===== src/shared/tcwg_pkg.sv =====
package tcwg_pkg;
  // ---------------------------------------------------------------------------
  // widths and extreme values
  // ---------------------------------------------------------------------------
  localparam int TCWG_CNT_W = 8;
  localparam logic [7:0] TCWG_BOTTOM = 8'h00;
  localparam logic [7:0] TCWG_MAX = 8'hff;

  // ---------------------------------------------------------------------------
  // waveform mode field encoding
  // ---------------------------------------------------------------------------
  localparam logic [1:0] TCWG_WM_NORMAL = 2'h0;
  localparam logic [1:0] TCWG_WM_PHASE = 2'h1;
  localparam logic [1:0] TCWG_WM_CLEAR = 2'h2;
  localparam logic [1:0] TCWG_WM_FAST = 2'h3;

  // ---------------------------------------------------------------------------
  // output action field encoding
  // ---------------------------------------------------------------------------
  localparam logic [1:0] TCWG_OA_NONE = 2'h0;
  localparam logic [1:0] TCWG_OA_TOGGLE = 2'h1;
  localparam logic [1:0] TCWG_OA_CLEAR = 2'h2;
  localparam logic [1:0] TCWG_OA_SET = 2'h3;

  // ---------------------------------------------------------------------------
  // reset values
  // ---------------------------------------------------------------------------
  localparam logic [7:0] TCWG_CNT_RST = 8'h00;
  localparam logic [1:0] TCWG_FIELD_RST = 2'h0;
  localparam logic TCWG_BIT_RST = 1'b0;

  typedef enum logic [1:0] {
    TCWG_ACT_HOLD,
    TCWG_ACT_CLR,
    TCWG_ACT_SET,
    TCWG_ACT_TGL
  } tcwg_act_t;
endpackage : tcwg_pkg


===== src/design/tcwg_out_action.sv =====
`timescale 1ns/1ns
// maps the output action field and current event to an action on the output state
module tcwg_out_action
  import tcwg_pkg::*;
(
  // ---------------------------------------------------------------------------
  // control
  // ---------------------------------------------------------------------------
  input wire logic [1:0] mode,
  input wire logic [1:0] action,
  // ---------------------------------------------------------------------------
  // events
  // ---------------------------------------------------------------------------
  input wire logic match_ev,
  input wire logic force_ev,
  input wire logic wrap_ev,
  output tcwg_act_t act
);
  logic is_pwm;

  assign is_pwm = mode[0];

  always_comb begin
    act = TCWG_ACT_HOLD;
    if (action != TCWG_OA_NONE) begin
      if (!is_pwm) begin
        if (match_ev || force_ev) begin
          case (action)
            TCWG_OA_TOGGLE: act = TCWG_ACT_TGL;
            TCWG_OA_CLEAR: act = TCWG_ACT_CLR;
            TCWG_OA_SET: act = TCWG_ACT_SET;
            default: act = TCWG_ACT_HOLD;
          endcase
        end
      end else if (mode == TCWG_WM_FAST) begin
        // match and wrap meet only with compare at max: match wins, giving a steady level
        if (action == TCWG_OA_TOGGLE) begin
          if (match_ev) act = TCWG_ACT_TGL;
        end else if (match_ev) begin
          act = (action == TCWG_OA_CLEAR) ? TCWG_ACT_CLR : TCWG_ACT_SET;
        end else if (wrap_ev) begin
          act = (action == TCWG_OA_CLEAR) ? TCWG_ACT_SET : TCWG_ACT_CLR;
        end
      end
    end
  end
endmodule : tcwg_out_action


===== src/design/tcwg_timer.sv =====
`timescale 1ns/1ns
// -----------------------------------------------------------------------------
// How it works
// - timer count write blocks next-tick matches
// - output state kept across mode changes
// - output action field applies immediately
// - nonzero action overrides port output value
// - direction bit still controls pin drive
// - action zero leaves output state alone
// - force strobe applies action outside pwm
// - counting depends only on mode field
// - normal mode increments, wraps ff to 00
// - normal overflow flag set when count zero
// - normal mode accepts count writes anytime
// - clear mode resets count at compare
// - clear mode sets match flag at top
// - clear mode compare value is unbuffered
// - clear mode toggle gives divided clock
// - clear mode overflow on max to zero
// - fast pwm counts zero to max, wraps
// - fast pwm action 2/3 polarity behaviour
// - fast pwm overflow at maximum
// - fast pwm extreme compare values behave
// - fast pwm toggle, compare stays buffered
// - match flag next tick, write-one clears
// - pwm compare buffered, updates at bottom in fast pwm only
// - force sets no flag, touches no counter
// - count write beats clear and increment
// -----------------------------------------------------------------------------
module tcwg_timer
  import tcwg_pkg::*;
#(
  parameter int CNT_W = TCWG_CNT_W
) (
  // clock, reset, enable
  input wire logic CLK_SYS,
  input wire logic RESETN,
  input wire logic CLK_EN,
  // timer tick from clock select
  input wire logic TIMER_TICK,
  // count access
  input wire logic COUNT_WR,
  input wire logic [CNT_W-1:0] COUNT_WDATA,
  output logic [CNT_W-1:0] TIMER_COUNT,
  // compare access
  input wire logic COMPARE_WR,
  input wire logic [CNT_W-1:0] COMPARE_WDATA,
  output logic [CNT_W-1:0] COMPARE_VALUE,
  // control fields
  input wire logic [1:0] WAVEFORM_MODE_FIELD,
  input wire logic [1:0] OUTPUT_ACTION_FIELD,
  input wire logic FORCE_COMPARE_STROBE,
  // flags
  input wire logic OVERFLOW_CLR,
  input wire logic MATCH_CLR,
  output logic OVERFLOW_FLAG,
  output logic COMPARE_MATCH_FLAG,
  // port pin
  input wire logic PORT_OUT_VALUE,
  input wire logic OUTPUT_PIN_DIRECTION_BIT,
  output logic PIN_OUT,
  output logic PIN_OE_N,
  output logic COMPARE_OUTPUT_STATE
);
  // ---------------------------------------------------------------------------
  // reset release
  // ---------------------------------------------------------------------------
  logic rst_s1_ff;
  logic rst_n_ff;

  always_ff @(posedge CLK_SYS or negedge RESETN) begin
    if (!RESETN) begin
      rst_s1_ff <= 1'b0;
      rst_n_ff <= 1'b0;
    end else begin
      rst_s1_ff <= 1'b1;
      rst_n_ff <= rst_s1_ff;
    end
  end

  // ---------------------------------------------------------------------------
  // state
  // ---------------------------------------------------------------------------
  logic [CNT_W-1:0] cnt_ff;
  logic [CNT_W-1:0] cmp_ff;
  logic [CNT_W-1:0] cmp_buf_ff;
  logic [1:0] mode_ff;
  logic [1:0] action_ff;
  logic ocs_ff;
  logic ovf_ff;
  logic ocf_ff;
  logic block_ff;
  logic match_pend_ff;
  logic [CNT_W-1:0] nxt_cnt;
  logic [CNT_W-1:0] cnt_max;
  logic is_pwm;
  logic tick;
  logic eq;
  logic match_ev;
  logic wrap_ev;
  logic force_ev;
  logic ovf_set;
  tcwg_act_t act;

  assign cnt_max = {CNT_W{1'b1}};
  assign is_pwm = mode_ff[0];
  assign tick = CLK_EN && TIMER_TICK;
  assign eq = (cnt_ff == cmp_ff);
  // a count write just before blocks the match for this tick
  assign match_ev = tick && eq && !block_ff;
  assign wrap_ev = tick && !COUNT_WR && (mode_ff == TCWG_WM_FAST) && (cnt_ff == cnt_max);
  assign force_ev = CLK_EN && FORCE_COMPARE_STROBE && !is_pwm;

  // ---------------------------------------------------------------------------
  // control fields: unbuffered, picked up at once
  // ---------------------------------------------------------------------------
  always_ff @(posedge CLK_SYS or negedge rst_n_ff) begin
    if (!rst_n_ff) begin
      mode_ff <= TCWG_FIELD_RST;
      action_ff <= TCWG_FIELD_RST;
    end else if (CLK_EN) begin
      mode_ff <= WAVEFORM_MODE_FIELD;
      action_ff <= OUTPUT_ACTION_FIELD;
    end
  end

  // ---------------------------------------------------------------------------
  // counter
  // ---------------------------------------------------------------------------
  always_comb begin
    nxt_cnt = cnt_ff;
    if (COUNT_WR) begin
      nxt_cnt = COUNT_WDATA;
    end else if (tick) begin
      case (mode_ff)
        // a blocked match must not clear the counter either
        TCWG_WM_CLEAR: nxt_cnt = (eq && !block_ff) ? TCWG_CNT_RST : cnt_ff + 1'b1;
        TCWG_WM_FAST: nxt_cnt = cnt_ff + 1'b1;
        default: nxt_cnt = cnt_ff + 1'b1;
      endcase
    end
  end

  always_ff @(posedge CLK_SYS or negedge rst_n_ff) begin
    if (!rst_n_ff) begin
      cnt_ff <= TCWG_CNT_RST;
    end else if (CLK_EN) begin
      cnt_ff <= nxt_cnt;
    end
  end

  // block stays armed until the next tick, even while the timer is stopped
  always_ff @(posedge CLK_SYS or negedge rst_n_ff) begin
    if (!rst_n_ff) begin
      block_ff <= TCWG_BIT_RST;
    end else if (CLK_EN) begin
      if (COUNT_WR) block_ff <= 1'b1;
      else if (tick) block_ff <= 1'b0;
    end
  end

  // ---------------------------------------------------------------------------
  // compare value: direct outside pwm, buffered until bottom in fast pwm, held in phase pwm
  // ---------------------------------------------------------------------------
  always_ff @(posedge CLK_SYS or negedge rst_n_ff) begin
    if (!rst_n_ff) begin
      cmp_ff <= TCWG_CNT_RST;
      cmp_buf_ff <= TCWG_CNT_RST;
    end else if (CLK_EN) begin
      if (COMPARE_WR) cmp_buf_ff <= COMPARE_WDATA;
      if (!is_pwm) begin
        if (COMPARE_WR) cmp_ff <= COMPARE_WDATA;
      end else if (wrap_ev) begin
        cmp_ff <= COMPARE_WR ? COMPARE_WDATA : cmp_buf_ff;
      end
    end
  end

  // ---------------------------------------------------------------------------
  // flags: set wins over clear
  // ---------------------------------------------------------------------------
  // overflow when the count moves max to zero, counting mode 0/2/3 alike
  assign ovf_set = tick && !COUNT_WR && (nxt_cnt == TCWG_BOTTOM) && (cnt_ff == cnt_max)
    && (mode_ff != TCWG_WM_PHASE);

  always_ff @(posedge CLK_SYS or negedge rst_n_ff) begin
    if (!rst_n_ff) begin
      ovf_ff <= TCWG_BIT_RST;
    end else if (CLK_EN) begin
      if (ovf_set) ovf_ff <= 1'b1;
      else if (OVERFLOW_CLR) ovf_ff <= 1'b0;
    end
  end

  // flag rises one tick after the equality was seen
  always_ff @(posedge CLK_SYS or negedge rst_n_ff) begin
    if (!rst_n_ff) begin
      match_pend_ff <= TCWG_BIT_RST;
      ocf_ff <= TCWG_BIT_RST;
    end else if (CLK_EN) begin
      if (match_ev) match_pend_ff <= 1'b1;
      else if (tick) match_pend_ff <= 1'b0;
      if (tick && match_pend_ff) ocf_ff <= 1'b1;
      else if (MATCH_CLR) ocf_ff <= 1'b0;
    end
  end

  // ---------------------------------------------------------------------------
  // output state
  // ---------------------------------------------------------------------------
  tcwg_out_action u_act (
    .mode(mode_ff),
    .action(action_ff),
    .match_ev(match_ev),
    .force_ev(force_ev),
    .wrap_ev(wrap_ev),
    .act(act)
  );

  // mode changes never touch this flop, so its value survives them
  always_ff @(posedge CLK_SYS or negedge rst_n_ff) begin
    if (!rst_n_ff) begin
      ocs_ff <= TCWG_BIT_RST;
    end else if (CLK_EN) begin
      case (act)
        TCWG_ACT_CLR: ocs_ff <= 1'b0;
        TCWG_ACT_SET: ocs_ff <= 1'b1;
        TCWG_ACT_TGL: ocs_ff <= !ocs_ff;
        default: ocs_ff <= ocs_ff;
      endcase
    end
  end

  // ---------------------------------------------------------------------------
  // pin mux: override value, direction stays with the port
  // ---------------------------------------------------------------------------
  // frozen with the rest of the state while the enable is low
  always_ff @(posedge CLK_SYS or negedge rst_n_ff) begin
    if (!rst_n_ff) begin
      PIN_OUT <= TCWG_BIT_RST;
    end else if (CLK_EN) begin
      PIN_OUT <= (action_ff != TCWG_OA_NONE) ? ocs_ff : PORT_OUT_VALUE;
    end
  end

  assign PIN_OE_N = !OUTPUT_PIN_DIRECTION_BIT;
  assign TIMER_COUNT = cnt_ff;
  assign COMPARE_VALUE = cmp_ff;
  assign OVERFLOW_FLAG = ovf_ff;
  assign COMPARE_MATCH_FLAG = ocf_ff;
  assign COMPARE_OUTPUT_STATE = ocs_ff;

  // ---------------------------------------------------------------------------
  // checks
  // ---------------------------------------------------------------------------
  // checks share the internal reset so a partly released block never trips them
  a_write_blocks: assert property (@(posedge CLK_SYS) disable iff (!rst_n_ff)
    CLK_EN && COUNT_WR ##1 tick |-> !match_ev)
    else $error("match not blocked after count write");
  a_count_wr_wins: assert property (@(posedge CLK_SYS) disable iff (!rst_n_ff)
    CLK_EN && COUNT_WR |=> cnt_ff == $past(COUNT_WDATA))
    else $error("count write lost");
  a_hold_no_tick: assert property (@(posedge CLK_SYS) disable iff (!rst_n_ff)
    !tick && !COUNT_WR |=> cnt_ff == $past(cnt_ff))
    else $error("count moved without tick");

  // ---------------------------------------------------------------------------
  // checks: counting sequence per mode
  // ---------------------------------------------------------------------------
  a_normal_count: assert property (@(posedge CLK_SYS) disable iff (!rst_n_ff)
    tick && !COUNT_WR && mode_ff == TCWG_WM_NORMAL |=> cnt_ff == $past(cnt_ff) + 1'b1)
    else $error("normal mode did not count up");
  a_normal_wrap: assert property (@(posedge CLK_SYS) disable iff (!rst_n_ff)
    tick && !COUNT_WR && mode_ff == TCWG_WM_NORMAL && cnt_ff == TCWG_MAX
    |=> cnt_ff == TCWG_BOTTOM && ovf_ff)
    else $error("normal overflow wrong");
  a_clear_top: assert property (@(posedge CLK_SYS) disable iff (!rst_n_ff)
    match_ev && !COUNT_WR && mode_ff == TCWG_WM_CLEAR |=> cnt_ff == TCWG_BOTTOM)
    else $error("clear mode did not clear");
  a_clear_ovf: assert property (@(posedge CLK_SYS) disable iff (!rst_n_ff)
    tick && !COUNT_WR && mode_ff == TCWG_WM_CLEAR && cnt_ff == TCWG_MAX
    |=> cnt_ff == TCWG_BOTTOM && ovf_ff)
    else $error("clear mode overflow wrong");
  a_fast_ovf: assert property (@(posedge CLK_SYS) disable iff (!rst_n_ff)
    wrap_ev |=> cnt_ff == TCWG_BOTTOM && ovf_ff)
    else $error("fast pwm overflow wrong");

  // ---------------------------------------------------------------------------
  // checks: flags and compare value
  // ---------------------------------------------------------------------------
  a_flag_next: assert property (@(posedge CLK_SYS) disable iff (!rst_n_ff)
    match_ev ##1 tick |=> ocf_ff)
    else $error("match flag not set");
  a_force_no_flag: assert property (@(posedge CLK_SYS) disable iff (!rst_n_ff)
    force_ev && !match_pend_ff && !ocf_ff |=> !ocf_ff)
    else $error("forced compare set the match flag");
  a_force_no_count: assert property (@(posedge CLK_SYS) disable iff (!rst_n_ff)
    force_ev && !tick && !COUNT_WR |=> cnt_ff == $past(cnt_ff))
    else $error("forced compare moved the counter");
  a_ovf_clear: assert property (@(posedge CLK_SYS) disable iff (!rst_n_ff)
    CLK_EN && OVERFLOW_CLR && !ovf_set |=> !ovf_ff)
    else $error("overflow flag not cleared");
  // a glitch here would give an odd-length pwm pulse
  a_pwm_buffered: assert property (@(posedge CLK_SYS) disable iff (!rst_n_ff)
    CLK_EN && is_pwm && !wrap_ev |=> cmp_ff == $past(cmp_ff))
    else $error("pwm compare changed away from bottom");
  a_direct_compare: assert property (@(posedge CLK_SYS) disable iff (!rst_n_ff)
    CLK_EN && !is_pwm && COMPARE_WR |=> cmp_ff == $past(COMPARE_WDATA))
    else $error("compare write not direct");

  // ---------------------------------------------------------------------------
  // checks: output state and pin
  // ---------------------------------------------------------------------------
  a_action_zero: assert property (@(posedge CLK_SYS) disable iff (!rst_n_ff)
    CLK_EN && action_ff == TCWG_OA_NONE |=> ocs_ff == $past(ocs_ff))
    else $error("output state moved with action zero");
  a_ctc_toggle: assert property (@(posedge CLK_SYS) disable iff (!rst_n_ff)
    match_ev && mode_ff == TCWG_WM_CLEAR && action_ff == TCWG_OA_TOGGLE
    |=> ocs_ff != $past(ocs_ff))
    else $error("clear mode did not toggle");
  a_force_pwm_off: assert property (@(posedge CLK_SYS) disable iff (!rst_n_ff)
    CLK_EN && FORCE_COMPARE_STROBE && is_pwm && !match_ev && !wrap_ev
    |=> ocs_ff == $past(ocs_ff))
    else $error("force acted in pwm mode");
  a_fast_match_clear: assert property (@(posedge CLK_SYS) disable iff (!rst_n_ff)
    match_ev && mode_ff == TCWG_WM_FAST && action_ff == TCWG_OA_CLEAR |=> !ocs_ff)
    else $error("fast pwm not cleared at match");
  a_fast_wrap_set: assert property (@(posedge CLK_SYS) disable iff (!rst_n_ff)
    CLK_EN && wrap_ev && !match_ev && action_ff == TCWG_OA_CLEAR |=> ocs_ff)
    else $error("fast pwm not set at bottom");
  a_pin_override: assert property (@(posedge CLK_SYS) disable iff (!rst_n_ff)
    CLK_EN && action_ff != TCWG_OA_NONE |=> PIN_OUT == $past(ocs_ff))
    else $error("pin not overridden");
  a_pin_port: assert property (@(posedge CLK_SYS) disable iff (!rst_n_ff)
    CLK_EN && action_ff == TCWG_OA_NONE |=> PIN_OUT == $past(PORT_OUT_VALUE))
    else $error("pin lost the port value");

  c_force: cover property (@(posedge CLK_SYS) force_ev && action_ff == TCWG_OA_SET);
  c_clear_match: cover property (@(posedge CLK_SYS) match_ev && mode_ff == TCWG_WM_CLEAR);
  c_fast_wrap: cover property (@(posedge CLK_SYS) wrap_ev);
  c_blocked: cover property (@(posedge CLK_SYS) tick && eq && block_ff);
  c_spike: cover property (@(posedge CLK_SYS) match_ev && mode_ff == TCWG_WM_FAST
    && cmp_ff == TCWG_BOTTOM);
endmodule : tcwg_timer


===== config.mk =====
export PLATFORM = sky130hd
export DESIGN_NAME = tcwg_timer
export DESIGN_NICKNAME = d
export VERILOG_FILES = /design/src/shared/tcwg_pkg.sv /design/src/design/tcwg_out_action.sv /design/src/design/tcwg_timer.sv
export SDC_FILE = /design/constraint.sdc
export NUM_CORES = 1
export LEC_CHECK = 0
export ABC_AREA = 1
export BUFFER_PORTS_ARGS = -buffer_cell sky130_fd_sc_hd__buf_2
export CAP_MARGIN = 20
export CORE_AREA = 2 2 65 67
export DETAILED_ROUTE_END_ITERATION = 16
export DIE_AREA = 0 0 67 69
export GPL_TIMING_DRIVEN = 0
export PLACE_DENSITY = 0.82
export SETUP_SLACK_MARGIN = 0.02
export SYNTH_ARGS = -nofsm -noshare
export SYNTH_HDL_FRONTEND = slang
export SYNTH_SLANG_ARGS = --single-unit

===== constraint.sdc =====
create_clock -name CLK_SYS -period 1.6 [get_ports CLK_SYS]
set_input_delay 0.32 -clock CLK_SYS [delete_from_list [all_inputs] [get_ports CLK_SYS]]
set_output_delay 0.32 -clock CLK_SYS [all_outputs]
set_load 0.02 [all_outputs]

* Yosys cells after proc, flatten, opt, wreduce, memory -nomap -nowiden
Index checks and enable logic that the tools add are counted.
** Storage, ports and cells
- Output and inout bits :: 21
- RAM bits :: 0
- Bits in read-only memories :: 0
- Bits in registers :: 36
- Memories kept :: 0
- Bits in latches :: 0
- Logic and storage cells :: 87
** Cells by class
- Bitwise operators :: 0
- Add/sub/neg operators :: 1
- Multipliers :: 0
- Reduce and logical (&&, ||, !) cells :: 33
- Equality and inequality tests :: 12
- Multiplexer cells :: 28
- Div/mod/pow operators :: 0
- Shift-type cells :: 0
- Order comparisons :: 0
** Operators with widths (number)
- $mux W8 :: 8
- $mux W2 :: 10
- $logic_and A1 B1 Y1 :: 13
- $eq A2 B2 Y1 const B :: 6
- $reduce_bool A2 Y1 :: 6
- $reduce_and A2 Y1 :: 5
- $add A8 B1 Y8 const B :: 1
- $eq A8 B8 Y1 :: 1
- $eq A8 B8 Y1 const B :: 1
- $logic_not A8 Y1 :: 1
- $mux W1 :: 8
- $pmux W2 S3 :: 1
- $logic_not A1 Y1 :: 5
- $eq A2 B1 Y1 const B :: 2
- $ne A2 B1 Y1 const B :: 2
- $pmux W1 S3 :: 1
- $reduce_and A3 Y1 :: 1
- $reduce_bool A3 Y1 :: 1
- $logic_or A1 B1 Y1 :: 1

* Logic depth before layout (Yosys ltp)
- Depth after elaboration :: 13
- Depth in mapped cells :: 14
- Mapped depth without buffers :: 14

* Modules after synthesis
Synthesis repeated with hierarchy kept, for this count alone.
** Unflattened totals
- Cells, all modules :: 289
- Area total of the unflattened synthesis :: 2148.3 um^2
** Modules (own cells, without submodules)
- tcwg_timer :: area each 1995.7 um^2, instances 1, cells each 262
- tcwg_out_action :: area each 152.6 um^2, instances 1, cells each 27

* Worst setup path before layout
OpenSTA, ideal clock, no wires.
- Kind :: register -> register
- Start point :: reg cnt_ff[1], in the netlist TIMER_COUNT[1]
- End point :: reg cmp_ff[2], in the netlist COMPARE_VALUE[2]
- Buffers on the path :: 1
- Cell stages (with the launch flop) :: 10
- Setup slack :: -0.058 ns
- Arrival time :: 1.532 ns
- Path through :: dfrtp_1 > ha_1 > nand2_1 > inv_1 > nand4_1 > inv_2 > nand2_2 > a21oi_4 > buf_6 > o21ai_0
** Between the ends
- Cells in the longest elaborated chain, start to end :: 4
** RTL lines
- start, declared :: RTL line tcwg_timer.sv:84 : logic [CNT_W-1:0] cnt_ff;
- start signal, assigned :: RTL line tcwg_timer.sv:148 : cnt_ff <= nxt_cnt;
- $eq A8 B8 Y1 :: RTL line tcwg_timer.sv:111 : assign wrap_ev = tick && !COUNT_WR && (mode_ff == TCWG_WM_FAST) && (cnt_ff == cnt_max);
- $logic_and A1 B1 Y1 :: RTL line tcwg_timer.sv:111
- $ne A2 B1 Y1 (no source line)
- $reduce_and A3 Y1 (no source line)
- end signal, assigned :: RTL line tcwg_timer.sv:174 : cmp_ff <= COMPARE_WR ? COMPARE_WDATA : cmp_buf_ff;
- end, declared :: RTL line tcwg_timer.sv:85 : logic [CNT_W-1:0] cmp_ff;
Every way passes these cells.
A chain may end at the register's enable or synchronous reset.

* Worst setup path after layout
- Start point :: reg cnt_ff[1], in the netlist TIMER_COUNT[1]
- End point :: reg ovf_ff, in the netlist OVERFLOW_FLAG
** Between the ends
- Cells in the longest elaborated chain, start to end :: 12
- Elaborated cells between the ends (all ways) :: 15
** RTL lines
- branches (longest 8 deep; another with $add A8 B1 Y8)
- $logic_and A1 B1 Y1 * :: RTL line tcwg_timer.sv:183 : assign ovf_set = tick && !COUNT_WR && (nxt_cnt == TCWG_BOTTOM) && (cnt_ff == cnt_max)
- $logic_and A1 B1 Y1 * :: RTL line tcwg_timer.sv:184 : && (mode_ff != TCWG_WM_PHASE);
- $reduce_bool A2 Y1 (no source line)
- $reduce_and A2 Y1 (no source line)
- end signal, assigned :: RTL line tcwg_timer.sv:188 : ovf_ff <= TCWG_BIT_RST;
- end signal, assigned :: RTL line tcwg_timer.sv:190 : if (ovf_set) ovf_ff <= 1'b1;
- end signal, assigned :: RTL line tcwg_timer.sv:191 : else if (OVERFLOW_CLR) ovf_ff <= 1'b0;
- end, declared :: RTL line tcwg_timer.sv:90 : logic ovf_ff;
Every way passes the cells marked *.

==> impl_metrics.env <==
export IMPL_ant_nets=0
export IMPL_violations="negative setup slack"
export IMPL_fin_crit_ns=1.732
export IMPL_hpwl_um=3957
export IMPL_drv_slew=0
export IMPL_hold_depth=3
export IMPL_avgSynthCellArea_um2=7.719
export IMPL_synth_cell_types=31
export IMPL_leakage_nw=1.404
export IMPL_critPathMaxStageDelay_ns=0.44
export IMPL_yosysSeqAreaShare_pct=41.98
export IMPL_synth_edf_count=0
export IMPL_initial_utilization_pct=54.83
export IMPL_vias=2172
export IMPL_final_nets=388
export IMPL_postSynth_asyncResetShare_pct=100.0
export IMPL_slew_headroom_pct=54.50
export IMPL_crit_cells=9
export IMPL_fin_crit_sh_pct=108.3
export IMPL_fin_total_pwr_w=0.002627
export IMPL_powerDensity_nw_per_um2=937.4
export IMPL_critPathLaunchType="flop"
export IMPL_crit_end="OVERFLOW_FLAG"
export IMPL_cts_max_path_buffers=2
export IMPL_drcViolationCount=0
export IMPL_critPathMaxFanout=5
export IMPL_crit_arrival_ns=1.90
export IMPL_core_area_um2=3914
export IMPL_postSynthCellCount=278
export IMPL_cts_htree_levels=2
export IMPL_dieHeight_um=69
export IMPL_endpoint_kind="flop"
export IMPL_r2r_start="TIMER_COUNT[1]"
export IMPL_antennaDiodeCount=0
export IMPL_place_congestion=0.8852
export IMPL_timing_fmax_mhz=577.3
export IMPL_max_cap_viol_count=0
export IMPL_grt_overflow=0
export IMPL_die_w_um=67
export IMPL_fin_tns_setup_ns=-0.6378
export IMPL_grt_antenna_before_repair=0
export IMPL_layoutNonFillerInstCount=403
export IMPL_portBuffers=49
export IMPL_via_per_inst=5.390
export IMPL_synth_fp_nets=314
export IMPL_worst_path_buf_inv=1
export IMPL_critPathKind="flop to flop"
export IMPL_grt_pass1_wl_um=8797
export IMPL_grt_pass1_vias=1938
export IMPL_worstPathRequired_ns=1.77
export IMPL_crit_start="TIMER_COUNT[1]"
export IMPL_drt_iter0_markers=167
export IMPL_cts_clk_slew_worst_paths_ns=0.07
export IMPL_wl_per_cell_um=14.18
export IMPL_rrSetupSlack_ns=-0.13
export IMPL_area_delta_synth_final_pct=30.61
export IMPL_cp_top_family="simple AND/OR/NAND/NOR gates"
export IMPL_setup_viol=15
export IMPL_cts_root_buffer="clkbuf_8"
export IMPL_ff2ff_path_depth=9
export IMPL_place_ws_ns=-0.2006
export IMPL_worstReg2RegEnd="OVERFLOW_FLAG"
export IMPL_placementRows=23
export IMPL_ios=52
export IMPL_ys_ff_latch=36
export IMPL_grt_start_max_net_pins=22
export IMPL_finalWirelength_um=5716
export IMPL_clock_latency_ns=0.29
export IMPL_yosysWarnings=0
export IMPL_final_setup_skew_ns=0.008475
export IMPL_setup_slack_ns=-0.1321
export IMPL_cts_tree="done"
export IMPL_synth_main_ff_cell="dfrtp_1"
export IMPL_firstDrtPassIters=6
export IMPL_max_slew_worst_pin_slew_ns=0.6825
export IMPL_final_hold_viol_count=0
export IMPL_track_usage_pct=24.60
export IMPL_drive_gt1_share_pct=33.14
export IMPL_cts_num_sinks=36
export IMPL_hold_ws_ns=0.2463
export IMPL_cts_buffers=5
export IMPL_hp_start="WAVEFORM_MODE_FIELD[0]"
export IMPL_crit_chain="buf_4, nand3_2, nor2_2, nand2_1, nor2_2, xor2_2, a31oi_4, nand4_1, nand2_1"
export IMPL_hold_path_class="input pin to flop"
export IMPL_synth_area_um2=2146
export IMPL_slowest_stage="dfrtp_2"
export IMPL_status="finished with violations"
export IMPL_vdd_drop_max_mv=0.5977
export IMPL_dieArea_um2=4623
export IMPL_dp_cells=378
export IMPL_rsz0062_at_grt="yes"
[worst min-delay path by stage]
stage / slack, ns / to
after global placement: 0.11 / rst_s1_ff
after global routing: 0.26 / mode_ff[0]
after floorplan: 0.02 / rst_n_ff
after detailed placement: 0.11 / rst_s1_ff
after CTS: 0.24 / mode_ff[0]
final: 0.25 / mode_ff[0]
[layout make-up]
class	count	area [um2]
Timing Repair Buffer	67	414.1
Inverter	30	115.1
Sequential cell	36	907.1
Tap cell	50	62.56
Clock inverter	1	5.005
Multi-Input combinational cell	202	1172
Clock buffer	7	76.32
Buffer	10	50.05
Fill cell	328	1111
[worst reg2reg max path, delay by kind of cell, from the launching register on]
kind	cells	cell delay [ns]
buffers and inverters	1	0.15
AOI/OAI and AO/OA	1	0.13
xor gates and xnor gates	1	0.20
DFF	1	0.44
and+or+nand+nor	6	0.70
[metal layers]
layer / track usage [%] / vias to the layer above / share of wire [%]
met5: 0 / - / 0
met4: 9.070 / 0 / 2.3
met3: 3.426 / 17 / 7.6
met2: 38.17 / 92 / 47
met1: 34.64 / 1005 / 43
li1: - / 1058 / -
[stage by stage]
step           cell area [um2]  utilization [%]
2_1_floorplan             2150                -
3_3_place_gp              2457            62.79
3_5_place_dp              2485            63.49
4_1_cts                   2716            69.41
5_1_grt                   2803            71.61
6_report                  2803            71.61
[logic make-up (layout without fill, tap and decap cells)]
family / count (synthesis) / in the layout / synth area share, %
other: 1 / 1 / 0.1748
buffers and inverters: 40 / 115 / 7.521
adders and majority gates: 5 / 5 / 2.915
and+or+nand+nor: 125 / 125 / 25.95
muxes: 8 / 8 / 3.732
xor gates and xnor gates: 2 / 2 / 0.8165
AOI/OAI and AO/OA: 61 / 61 / 16.91
DFF: 36 / 36 / 41.98
[cells in the mapped netlist (4+ instances only)]
cell / n / area (um2)
nand2_1: 84 / 315.3
dfrtp_1: 36 / 900.9
o21ai_0: 35 / 175.2
inv_1: 26 / 97.59
nor2_1: 13 / 48.80
mux2i_1: 8 / 80.08
nand3_1: 8 / 40.04
a31oi_1: 6 / 37.54
clkbuf_1: 6 / 22.52
nand4_1: 6 / 37.54
ha_1: 5 / 62.56
nand2_2: 5 / 31.28
o211ai_1: 5 / 37.54
a21oi_1: 4 / 20.02
o21ai_1: 4 / 20.02
[layout by cell type (no fill, tap or decap), types with 2 or more instances in the layout]
master	netlist	routed
nor2_4	2	3
buf_6	1	4
nand2_2	5	6
a21oi_1	4	4
nand3_4	1	2
nor2_1	13	10
o211ai_1	5	5
buf_2	3	52
mux2i_1	8	8
nand3_2	1	2
nand2_1	84	82
a21oi_4	2	3
nand4_1	6	6
nand3_1	8	6
dfrtp_1	36	31
clkbuf_8	0	5
nand2_4	1	2
buf_4	0	13
ha_1	5	4
a31oi_1	6	4
clkbuf_1	6	7
inv_1	26	21
o21ai_0	35	31
inv_2	3	7
dfrtp_2	0	5
nor2_2	2	4
o21a_1	2	2
o21ai_1	4	8
nor3_1	2	2
[report_power, final]
| part | total, W | switching, W | internal [W] |
|---|---|---|---|
| registers | 0.00117 | 0.000131 | 0.00104 |
| logic | 0.000842 | 0.000518 | 0.000324 |
| clock network | 0.000617 | 0.000311 | 0.000305 |
[flip-flops by register name, summed over array words and instances (netlist names), 2 cells and up]
name	flops
cmp_buf_ff	8
TIMER_COUNT	8
mode_ff	2
action_ff	2
COMPARE_VALUE	8
[repair_timing]
item	4_1_cts	5_1_grt
gates cloned	1	0
pin swaps	4	17
endpoints found under the setup margin	16	18
hold buffers	1	0
resized for setup	21	13
hold endpoints to repair	2	0
setup buffers	8	7
(Power assumes the default switching activity.)
